File: src/dsr_pkg.sv
// Package: register map, field layout, codes and timing for the diagnostic status reporter
package dsr_pkg;

	// ****************************************
	// Clock and timing
	// ****************************************
	localparam int CLK_HZ = 20_000_000;
	localparam int FLASH_HALF_MS = 250; // Half period of every flashing lamp
	localparam int FLASH_HALF_CYC = (CLK_HZ / 1000) * FLASH_HALF_MS;
	localparam int SELFTEST_US = 100; // Power-up self test length
	localparam int SELFTEST_CYC = (CLK_HZ / 1_000_000) * SELFTEST_US;

	// ****************************************
	// Register byte offsets
	// ****************************************
	localparam logic [7:0] OFS_ERROR_WORD = 8'h00;
	localparam logic [7:0] OFS_CTRL = 8'h04;
	localparam logic [7:0] OFS_CONFIG = 8'h08;
	localparam logic [7:0] OFS_STATUS = 8'h0C;
	localparam logic [7:0] OFS_IRQ_STAT = 8'h10;
	localparam logic [7:0] OFS_IRQ_MASK = 8'h14;
	localparam logic [7:0] OFS_OUT_BASE = 8'h20;
	localparam logic [7:0] OFS_IN_BASE = 8'h40;

	// ****************************************
	// Error word layout
	// ****************************************
	localparam int ERR_CLASS_LSB = 9;
	localparam int ERR_CLASS_W = 3;
	localparam int ERR_EXT_W = 9;
	localparam logic [2:0] CLASS_NONE = 3'h0;
	localparam logic [2:0] CLASS_HW = 3'h1;
	localparam logic [2:0] CLASS_CFG = 3'h2;
	localparam logic [8:0] EXT_GENERAL = 9'h000;
	localparam logic [8:0] EXT_POWERUP = 9'h001;

	// ****************************************
	// Control bits
	// ****************************************
	localparam int CTRL_RUN = 0;
	localparam int CTRL_FORCE_EN = 1;
	localparam int CTRL_FORCES = 2;
	localparam int CTRL_CPU_HW = 3;
	localparam int CTRL_APP_FAULT = 4;

	// ****************************************
	// Config: two range bits per channel, value 3 is unsupported
	// ****************************************
	localparam logic [1:0] RANGE_BAD = 2'h3;

	// ****************************************
	// Interrupt bits
	// ****************************************
	localparam int IRQ_CFG_ERR = 0;
	localparam int IRQ_HW_ERR = 1;
	localparam int IRQ_RANGE = 2;
	localparam int IRQ_RUN_LOST = 3;
	localparam int IRQ_W = 4;

	// Lamps driven to the front panel
	typedef struct packed {
		logic supply;
		logic execute;
		logic error;
		logic override;
		logic module_ok;
	} dsr_lamps_t;

	// Module operating states
	typedef enum logic [1:0] {
		ST_SELFTEST,
		ST_NORMAL,
		ST_FAULT
	} dsr_state_t;

endpackage : dsr_pkg

File: src/dsr_flasher.sv
// Flash-rate divider: one shared toggle for all flashing lamps
module dsr_flasher #(
	parameter int HALF_CYC = dsr_pkg::FLASH_HALF_CYC
) (
	// Clock and reset
	input wire logic clk,
	input wire logic rst_b,
	// Flash phase
	output logic phase
);
	import dsr_pkg::*;

	logic [31:0] count;

	initial begin
		if (HALF_CYC < 1) $error("HALF_CYC must be at least 1");
	end

	// Count half periods, toggle phase at each end
	always_ff @(posedge clk) begin
		if (!rst_b) begin
			count <= 32'h0;
			phase <= 1'b0;
		end else if (count == 32'(HALF_CYC - 1)) begin
			count <= 32'h0;
			phase <= ~phase;
		end else begin
			count <= count + 32'h1;
		end
	end

endmodule : dsr_flasher

File: src/dsr_top.sv
// Diagnostic status reporter: lamps, module error word, fault responses, APB registers
//
// How it works
// - No fault: supply and execution lamps steadily lit.
// - Forcing enabled with forces installed: override lamp steady on.
// - Forcing disabled with forces installed: override lamp flashes.
// - Controller hardware fault: supply and error lamps steady on.
// - Channel range flags reach input data; hardware and config errors reported.
// - Any module fault forces every analog output to zero.
// - Power-up self test first; status lamp lit only in proper operation.
// - Range and config errors are recoverable; module keeps operating.
// - A critical module error takes the system out of run mode.
// - Error word is 16 bits: class in 11..9, extended in 8..0.
// - Class codes: 000 none, 001 hardware, 010 configuration.
// - Class none always means extended field is zero.
// - Hardware errors give 2 in the third hex digit.
// - Invalid configuration is discarded; previous one kept; config error raised.
// - Hardware class with extended 1 means power-up reset state.
// - Config extended code names the offending channel, 1 for channel 0.
module dsr_top #(
	parameter int CHANNELS = 4,
	parameter int DATA_W = 16,
	parameter int SELFTEST_CYCLES = dsr_pkg::SELFTEST_CYC,
	parameter int FLASH_HALF = dsr_pkg::FLASH_HALF_CYC
) (
	// Clock and reset
	input wire logic clk,
	input wire logic rst_b,
	// APB slave
	input wire logic psel,
	input wire logic penable,
	input wire logic pwrite,
	input wire logic [7:0] paddr,
	input wire logic [31:0] pwdata,
	output logic [31:0] prdata,
	output logic pready,
	output logic pslverr,
	// Analog front end (asynchronous)
	input wire logic [CHANNELS-1:0] ch_over,
	input wire logic [CHANNELS-1:0] ch_under,
	input wire logic hw_fault_in,
	input wire logic selftest_fail,
	// Analog outputs
	output logic [CHANNELS*DATA_W-1:0] analog_out,
	// Front panel
	output dsr_pkg::dsr_lamps_t lamps,
	// System
	output logic run_mode,
	output logic irq
);
	import dsr_pkg::*;

	initial begin
		if (CHANNELS < 1 || CHANNELS > 8) $error("CHANNELS must be 1 to 8");
		if (DATA_W < 1 || DATA_W > 32) $error("DATA_W must be 1 to 32");
		if (SELFTEST_CYCLES < 1) $error("SELFTEST_CYCLES must be at least 1");
	end

	// ****************************************
	// Input synchronisers
	// ****************************************
	logic [CHANNELS-1:0] over_s1, over_s2, under_s1, under_s2;
	logic hw_s1, hw_s2, stf_s1, stf_s2;

	// Pins come from outside the clock domain
	always_ff @(posedge clk) begin
		if (!rst_b) begin
			over_s1 <= '0;
			over_s2 <= '0;
			under_s1 <= '0;
			under_s2 <= '0;
			hw_s1 <= 1'b0;
			hw_s2 <= 1'b0;
			stf_s1 <= 1'b0;
			stf_s2 <= 1'b0;
		end else begin
			over_s1 <= ch_over;
			over_s2 <= over_s1;
			under_s1 <= ch_under;
			under_s2 <= under_s1;
			hw_s1 <= hw_fault_in;
			hw_s2 <= hw_s1;
			stf_s1 <= selftest_fail;
			stf_s2 <= stf_s1;
		end
	end

	// ****************************************
	// Helpers
	// ****************************************
	// First channel with an unsupported range, CHANNELS if none
	function automatic logic [3:0] first_bad(input logic [15:0] cfg);
		logic [3:0] idx;
		idx = 4'(CHANNELS);
		for (int i = CHANNELS - 1; i >= 0; i--) begin
			if (cfg[2*i +: 2] == RANGE_BAD) idx = 4'(i);
		end
		return idx;
	endfunction : first_bad

	// Assemble the 16-bit error word, top digit zero
	function automatic logic [15:0] pack_err(input logic [2:0] cls, input logic [8:0] ext);
		return {4'h0, cls, ext};
	endfunction : pack_err

	// ****************************************
	// Registers and state
	// ****************************************
	dsr_state_t state;
	logic [31:0] st_count;
	logic [4:0] ctrl;
	logic [15:0] config_q;
	logic [2:0] err_class;
	logic [8:0] err_ext;
	logic [IRQ_W-1:0] irq_stat, irq_mask;
	logic [DATA_W-1:0] out_val [CHANNELS];
	logic phase;

	wire apb_wr = psel && penable && pwrite;
	wire apb_rd_setup = psel && !penable && !pwrite;
	wire [3:0] bad_ch = first_bad(pwdata[15:0]);
	wire cfg_wr = apb_wr && paddr == OFS_CONFIG;
	wire cfg_bad = cfg_wr && bad_ch != 4'(CHANNELS);
	wire module_fault = state == ST_FAULT;
	wire range_any = |over_s2 || |under_s2;

	// Shared flash rate for every flashing lamp
	dsr_flasher #(.HALF_CYC(FLASH_HALF)) u_flash (
		.clk(clk),
		.rst_b(rst_b),
		.phase(phase)
	);

	// Module state: self test, then normal or latched fault
	always_ff @(posedge clk) begin
		if (!rst_b) begin
			state <= ST_SELFTEST;
			st_count <= 32'h0;
		end else begin
			case (state)
				ST_SELFTEST: begin
					if (stf_s2) begin
						state <= ST_FAULT;
					end else if (st_count == 32'(SELFTEST_CYCLES - 1)) begin
						state <= ST_NORMAL;
					end else begin
						st_count <= st_count + 32'h1;
					end
				end
				ST_NORMAL: begin
					if (hw_s2) state <= ST_FAULT; // Range and config errors do not stop it
				end
				default: state <= ST_FAULT; // Hardware fault needs a power cycle
			endcase
		end
	end

	// Error word: power-up, hardware or configuration class
	always_ff @(posedge clk) begin
		if (!rst_b) begin
			err_class <= CLASS_HW;
			err_ext <= EXT_POWERUP;
		end else if (state == ST_SELFTEST && !stf_s2 && st_count == 32'(SELFTEST_CYCLES - 1)) begin
			err_class <= CLASS_NONE;
			err_ext <= '0;
		end else if ((state == ST_SELFTEST && stf_s2) || (state == ST_NORMAL && hw_s2)) begin
			err_class <= CLASS_HW;
			err_ext <= EXT_GENERAL;
		end else if (cfg_bad && state == ST_NORMAL) begin
			err_class <= CLASS_CFG;
			err_ext <= 9'(bad_ch) + 9'h1;
		end else if (cfg_wr && state == ST_NORMAL && err_class == CLASS_CFG) begin
			err_class <= CLASS_NONE; // Good config clears the recoverable error
			err_ext <= '0;
		end
	end

	// Accepted configuration; a bad word leaves the old one in force
	always_ff @(posedge clk) begin
		if (!rst_b) begin
			config_q <= 16'h0000;
		end else if (cfg_wr && !cfg_bad) begin
			config_q <= pwdata[15:0];
		end
	end

	// Control bits; a fault drops the run request so software must re-arm
	always_ff @(posedge clk) begin
		if (!rst_b) begin
			ctrl <= 5'h00;
		end else if (apb_wr && paddr == OFS_CTRL) begin
			ctrl <= pwdata[4:0];
		end else if (module_fault) begin
			ctrl[CTRL_RUN] <= 1'b0;
		end
	end

	// Output values, zeroed on any fault
	always_ff @(posedge clk) begin
		if (!rst_b) begin
			for (int i = 0; i < CHANNELS; i++) out_val[i] <= '0;
		end else begin
			for (int i = 0; i < CHANNELS; i++) begin
				if (module_fault) out_val[i] <= '0;
				else if (apb_wr && paddr == OFS_OUT_BASE + 8'(4 * i)) out_val[i] <= pwdata[DATA_W-1:0];
			end
		end
	end

	// Drive outputs from flops; fault blocks the stored value too
	always_ff @(posedge clk) begin
		if (!rst_b) begin
			analog_out <= '0;
		end else begin
			for (int i = 0; i < CHANNELS; i++) begin
				analog_out[i*DATA_W +: DATA_W] <= module_fault ? '0 : out_val[i];
			end
		end
	end

	// ****************************************
	// Interrupts: sticky, write one to clear, set wins
	// ****************************************
	logic [IRQ_W-1:0] ev;
	// Events that set status bits this cycle
	always_comb begin
		ev = '0;
		ev[IRQ_CFG_ERR] = cfg_bad && state == ST_NORMAL;
		ev[IRQ_HW_ERR] = state != ST_FAULT && (hw_s2 || (state == ST_SELFTEST && stf_s2));
		ev[IRQ_RANGE] = range_any;
		ev[IRQ_RUN_LOST] = module_fault && ctrl[CTRL_RUN];
	end

	// Sticky status: an event in the clear cycle keeps its bit set
	always_ff @(posedge clk) begin
		if (!rst_b) begin
			irq_stat <= '0;
		end else if (apb_wr && paddr == OFS_IRQ_STAT) begin
			irq_stat <= (irq_stat & ~pwdata[IRQ_W-1:0]) | ev;
		end else begin
			irq_stat <= irq_stat | ev;
		end
	end

	// Mask, same layout as status
	always_ff @(posedge clk) begin
		if (!rst_b) begin
			irq_mask <= '0;
		end else if (apb_wr && paddr == OFS_IRQ_MASK) begin
			irq_mask <= pwdata[IRQ_W-1:0];
		end
	end

	assign irq = |(irq_stat & irq_mask);

	// ****************************************
	// Lamps and run mode
	// ****************************************
	// One flop per lamp, so each lamp has a single owning process
	logic lamp_supply, lamp_execute, lamp_error, lamp_override, lamp_ok;

	// Supply lamp lit whenever the block is out of reset
	always_ff @(posedge clk) begin
		if (!rst_b) begin
			lamp_supply <= 1'b0;
		end else begin
			lamp_supply <= 1'b1;
		end
	end

	// Run and execute follow the run request, blocked by a module fault; execute also by a controller fault
	always_ff @(posedge clk) begin
		if (!rst_b) begin
			run_mode <= 1'b0;
			lamp_execute <= 1'b0;
		end else begin
			run_mode <= ctrl[CTRL_RUN] && !module_fault;
			lamp_execute <= ctrl[CTRL_RUN] && !module_fault && !ctrl[CTRL_CPU_HW];
		end
	end

	// Error lamp: steady for a controller fault, flashing for an application fault
	always_ff @(posedge clk) begin
		if (!rst_b) begin
			lamp_error <= 1'b0;
		end else if (ctrl[CTRL_CPU_HW]) begin
			lamp_error <= 1'b1;
		end else if (ctrl[CTRL_APP_FAULT]) begin
			lamp_error <= phase;
		end else begin
			lamp_error <= 1'b0;
		end
	end

	// Override lamp; shares the flash phase so all flashing lamps stay in step
	always_ff @(posedge clk) begin
		if (!rst_b) begin
			lamp_override <= 1'b0;
		end else if (!ctrl[CTRL_FORCES]) begin
			lamp_override <= 1'b0;
		end else if (ctrl[CTRL_FORCE_EN]) begin
			lamp_override <= 1'b1;
		end else begin
			lamp_override <= phase;
		end
	end

	// Status lamp lit only in proper operation
	always_ff @(posedge clk) begin
		if (!rst_b) begin
			lamp_ok <= 1'b0;
		end else begin
			lamp_ok <= state == ST_NORMAL;
		end
	end

	// Lamp flops gathered onto the panel port
	assign lamps = '{
		supply: lamp_supply,
		execute: lamp_execute,
		error: lamp_error,
		override: lamp_override,
		module_ok: lamp_ok
	};

	// ****************************************
	// APB read path: zero wait states
	// ****************************************
	assign pready = 1'b1;
	assign pslverr = 1'b0;

	always_ff @(posedge clk) begin
		if (!rst_b) begin
			prdata <= 32'h0;
		end else if (apb_rd_setup) begin
			prdata <= 32'h0; // Unmapped reads as zero
			if (paddr == OFS_ERROR_WORD) prdata <= {16'h0, pack_err(err_class, err_ext)};
			else if (paddr == OFS_CTRL) prdata <= {27'h0, ctrl};
			else if (paddr == OFS_CONFIG) prdata <= {16'h0, config_q};
			else if (paddr == OFS_STATUS) prdata <= {24'h0, 4'(state), hw_s2, range_any, run_mode, lamps.module_ok};
			else if (paddr == OFS_IRQ_STAT) prdata <= {28'h0, irq_stat};
			else if (paddr == OFS_IRQ_MASK) prdata <= {28'h0, irq_mask};
			else begin
				for (int i = 0; i < CHANNELS; i++) begin
					if (paddr == OFS_IN_BASE + 8'(4 * i)) prdata <= {30'h0, under_s2[i], over_s2[i]};
					if (paddr == OFS_OUT_BASE + 8'(4 * i)) prdata <= 32'(out_val[i]);
				end
			end
		end
	end

endmodule : dsr_top

File: config.mk
export PLATFORM = sky130hd
export DESIGN_NAME = dsr_top
export DESIGN_NICKNAME = d
export VERILOG_FILES = /design/src/dsr_pkg.sv /design/src/dsr_flasher.sv /design/src/dsr_top.sv
export SDC_FILE = /design/constraint.sdc
export NUM_CORES = 1
export LEC_CHECK = 0
export ABC_AREA = 1
export BUFFER_PORTS_ARGS = -buffer_cell sky130_fd_sc_hd__buf_2
export CAP_MARGIN = 20
export CORE_MARGIN = 2
export CORE_UTILIZATION = 30
export DETAILED_ROUTE_END_ITERATION = 8
export PLACE_DENSITY_LB_ADDON = 0.2
export SLEW_MARGIN = 40
export SYNTH_ARGS = -nofsm -noshare
export SYNTH_HDL_FRONTEND = slang
export SYNTH_SLANG_ARGS = --single-unit
File: constraint.sdc
create_clock -name clk -period 2.5 [get_ports clk]
set_input_delay 0.375 -clock clk [delete_from_list [all_inputs] [get_ports clk]]
set_output_delay 0.375 -clock clk [all_outputs]
set_load 0.05 [all_outputs]
Word level (Yosys, flattened, before mapping)
Memories as Yosys holds them, arrays and structs flattened.
Index checks and enable logic that the tools add are counted.
Storage, ports and cells
  memories kept: 1
  flip-flop bits (word level): 229
  logic and storage cells: 189
  RAM bits: 64
Memory list
  out_val: depth 4, width 16, rd ports 4, clocked after memory_dff 0, wr ports 4, line dsr_top.sv:116  | logic [DATA_W-1:0] out_val [CHANNELS];
Cells by class
  add/sub/neg operators: 3
  mux-type cells: 65
  equality and inequality tests: 26
  bitwise gates (word level): 17
  reduce and logical (&&, ||, !) cells: 48
Operators by type and width (count)
  32-bit 2-to-1 mux: 13
  16-bit 2-to-1 mux: 8
  32-bit by 1-bit adder with 32-bit output, second input constant: 2
  32-bit by 11-bit equality test with 1-bit output, second input constant: 1
  32-bit by 23-bit equality test with 1-bit output, second input constant: 1
  8-bit by 6-bit equality test with 1-bit output, second input constant: 4
  8-bit by 7-bit equality test with 1-bit output, second input constant: 4
  1-bit 2-to-1 mux: 30
  1-bit logical AND: 25
  9-bit 2-to-1 mux: 2
  8-bit by 4-bit equality test with 1-bit output, second input constant: 2
  8-bit by 5-bit equality test with 1-bit output, second input constant: 2
  4-bit 2-to-1 mux: 4
  2-bit equality test, second input constant: 6
  2-bit 2-to-1 mux: 6
  4-bit OR reduction: 3
  4-bit bitwise AND: 2
  8-bit by 3-bit equality test with 1-bit output, second input constant: 1
  8-bit logical NOT: 1
  1-bit OR: 8
  4-bit OR: 2
  1-bit logical NOT: 6
  4-bit by 1-bit adder with 5-bit output, second input constant: 1
  2-bit inequality test, second input constant: 2
  15 further kinds: 23

Longest topological paths before layout
  word-level depth: 15
  depth in mapped cells: 16

Modules after synthesis
Synthesis repeated with hierarchy kept, for this count alone.
Second synthesis, totals
  cell total of the unflattened synthesis: 1497
  area total of the unflattened synthesis: 11707.5 µm²
Modules (own cells, without submodules)
  dsr_top: cells an instance 1192, times used 1, area an instance 9839.4 µm²
  dsr_flasher: cells an instance 305, times used 1, area an instance 1868.0 µm²

Least setup slack after synthesis
Ideal clock, no wire load.
  kind: in2reg
  start: input paddr[7]
  end: memory out_val[2][0], enable pin
  library setup time: 372 ps
  path buffers: 2
  arrival: 1961 ps
  slack: 167 ps
  stages: 9
  cells stage by stage: inv_1 nand2_1 nor2_1 nand2_1 inv_1 buf_2 nand2_1 clkbuf_1 nand2_1
RTL lines
  from (decl): line dsr_top.sv:33  | input wire logic [7:0] paddr,
  to (decl): line dsr_top.sv:116

Worst setup path in the final report
  start: register u_flash.count[0]
  end: register u_flash.count[28]
On the way
  word-level cells in the longest chain between the ends: 2
Ends and longest elaborated chain
  from (decl): line dsr_flasher.sv:13  | logic [31:0] count;
  from (signal assigned): line dsr_flasher.sv:28  | count <= count + 32'h1;
  branches (longest 2 deep; another with 32-bit by 1-bit adder with 32-bit output)
Several ways; the timed one is not identified.
A chain may end at the register's enable or synchronous reset.

==> metrics.md <==
| Metric | Value |
|---|---|
| Status | `complete, no violations` |
| Setup Slack @ Placement | `0.272 ns` |
| Worst hold slack | `0.0189 ns` |
| MaxCap Viol Count | `0` |
| Initial antenna violation count | `0` |
| Tot GR Track Use | `0.148` |
| Die area | `39100 um^2` |
| Netlist cell types | `44` |
| Async SR Flop Fraction | `0` |
| Layout area overhead | `20.8%` |
| Pin count of the biggest net entering global routing | `68` |
| Final period util | `0.876` |
| Setup Viol. Count Final | `0` |
| Critical Path RT | `2.97 ns` |
| GR Overflow Total | `0` |
| Number of flops mapped to enable cells by yosys | `64` |
| DRC marker count from the first detailed-route iteration | `444` |
| RSZ-0062 raised after global routing | `false` |
| Vias per std cell | `4.49` |
| Via count of the routed design | `9101` |
| CTS root buf | `clkbuf_16` |
| Final slew viol count | `0` |
| Critical Path End Type | `flop` |
| Final core occ | `0.370` |
| DR pass1 iterations | `5` |
| Vias in the first global route | `8898` |
| Setup WS post-layout | `0.311 ns` |
| Peak supply drop | `0.000433 V` |
| Synth area leaders | `dfxtp_1, edfxtp_1, nand2_1` |
| WS Path Type | `flop to flop` |
| Die Y | `198 um` |
| DRC viols | `0` |
| Routability cong. | `0.806` |
| Setup Skew | `0.00942 ns` |
| Post-synth top area share | `0.370` |
| Most numerous cell in the Yosys netlist | `nand2_1` |
| Total wire length | `28900 um` |
| Num CTS Buffers | `31` |
| Yosys reg bits | `272` |
| Hold Vio Cnt, Final | `0` |
| Leak | `5.82 nW` |
| Syn avg cell area | `8.10 um^2` |
| Num Clock Sinks | `272` |
| Final min period | `2.19 ns` |
| Die W | `198 um` |
| CP arrival | `2.65 ns` |
| CTS tree | `built` |
| First-pass GRT wire length | `46700 um` |
| Synthesized area | `11200 um^2` |
| Setup TNS | `0 ns` |
| Detail Route Antenna Nets | `0` |
| Hold Crit Class | `input pin to flop` |
| Sequential area share after synthesis | `0.541` |
| H-tree depth | `1` |
| Clock slew at reported path FFs | `0.06 ns` |
| Most frequent cells after synthesis | `nand2_1, nor2_1, inv_1` |
| Nature of the critical path startpoint | `flop` |
| Mapped Cells | `1389` |
| Share of cells above drive strength 1 | `0.152` |
| Final nets | `1596` |
| Initial Util | `0.306` |
| IO Pins | `160` |
| Clock Latency Late Sink | `0.55 ns` |
| # diodes | `0` |
| Post CTS Setup Buffer Count | `0` |
| Core area | `36800 um^2` |
| Synth Flop Type | `dfxtp_1` |
| Pwr per Cell Area | `743 nW/um^2` |
| Area leader, netlist | `dfxtp_1` |
| Cell row count | `70` |
| Worst slew margin | `0.502` |
| Detailed placement HPWL | `21300 um` |
| CP Max Fanout | `6` |
| DR WL/cell | `14.2 um` |
| Clock buffer depth | `3` |
| Synthesis Warnings | `0` |
| Slew at the pin closest to its max-slew limit | `0.747 ns` |
| Port-buffer cells | `125` |
| FMAX | `0.457 GHz` |
## stage by stage
step	cell area (um^2)	std cells	total power, mW
2_1_floorplan	11300	1405	5.26
3_3_place_gp	12400	1965	5.45
3_5_place_dp	12400	1965	5.45
4_1_cts	13600	2029	10.2
5_1_grt	13600	2029	10.5
6_report	13600	2029	10.1
## layer usage
metal  up-vias  share of wire  track usage
met5         -              0            0
met4         0          0.022       0.0395
met3        39          0.051       0.0256
met2       163           0.47        0.251
met1      4167           0.46        0.196
li1       4732              -            -
## area by class of cell
| type | instances | area (um^2) |
|---|---|---|
| multi-input cells | 851 | 4080 |
| well taps | 468 | 586 |
| clock inverters | 13 | 148 |
| repair buffers | 160 | 918 |
| fillers | 3892 | 23200 |
| clock buffers | 44 | 948 |
| flip-flops and latches | 272 | 6090 |
| inverters | 221 | 830 |
## repair_timing
action                                  in CTS  in global routing
hold buffers                                 7                  0
gates resized for setup                      0                  1
endpoints found under the setup margin       0                  1
endpoints found under the hold margin        7                  0
## state kept, by name, indices dropped and copies added, names as in the netlist, 5 cells and up
name and cells:
analog_out 64, out_val 64, st_count 32, u_flash.count 32
config_q 16, prdata 16, ctrl 5
## cells by family after synthesis
group           share of synthesized area
xor+xnor                           0.0148
other cells                      0.000668
fa+ha+maj                         0.00445
compound gates                     0.0935
simple gates                        0.243
flops                               0.541
buf+inv                             0.102
## cell usage in the layout (no fill, tap or decap), drive strengths merged, types with 2 or more instances in the layout
| master | count |
|---|---|
| a22oi | 2 |
| o2111ai | 2 |
| conb | 18 |
| o22ai | 16 |
| edfxtp | 64 |
| a211oi | 2 |
| buf | 153 |
| and3 | 2 |
| dfxtp | 208 |
| clkbuf | 44 |
| xor2 | 15 |
| ha | 4 |
| dlygate4sd3 | 7 |
| nor2 | 232 |
| nand3 | 37 |
| xnor2 | 4 |
| o31ai | 2 |
| nor4 | 23 |
| nand4 | 22 |
| inv | 221 |
| clkinv | 8 |
| nor3b | 11 |
| o21ai | 45 |
| bufinv | 3 |
| a21oi | 105 |
| a31oi | 2 |
| o221ai | 3 |
| o211ai | 12 |
| clkinvlp | 2 |
| nand2 | 238 |
| nor3 | 50 |
## final timing paths
check	from	to	slack [ns]	depth (start not counted)
worst min register to register	hw_s1	hw_s2	0.41	2
worst max register to register	u_flash.count[0]	u_flash.count[28]	0.31	10
worst min-delay path	ch_under[0]	under_s1[0]	0.02	3
worst max-delay path	u_flash.count[0]	u_flash.count[28]	0.31	10
## where the power goes
group | switching, mW | total, mW | internal [mW]
Combinational | 0.532 | 0.679 | 0.147
Clock | 1.80 | 4.74 | 2.94
Sequential | 0.0481 | 4.68 | 4.63
Total | 2.38 | 10.1 | 7.72
## critical path, cell delays in order, from the launching register on
cell and delay, ns:
dfxtp_1 0.37, ha_1 0.18, nand2_1 0.07, nor2_1 0.17, nand3_1 0.16, nor2_2 0.21, nand2_1 0.18, nor4_1 0.41
nand2_1 0.14, nand2_1 0.08, nor3b_1 0.16
Note: power is estimated with default switching activity, not from simulation.
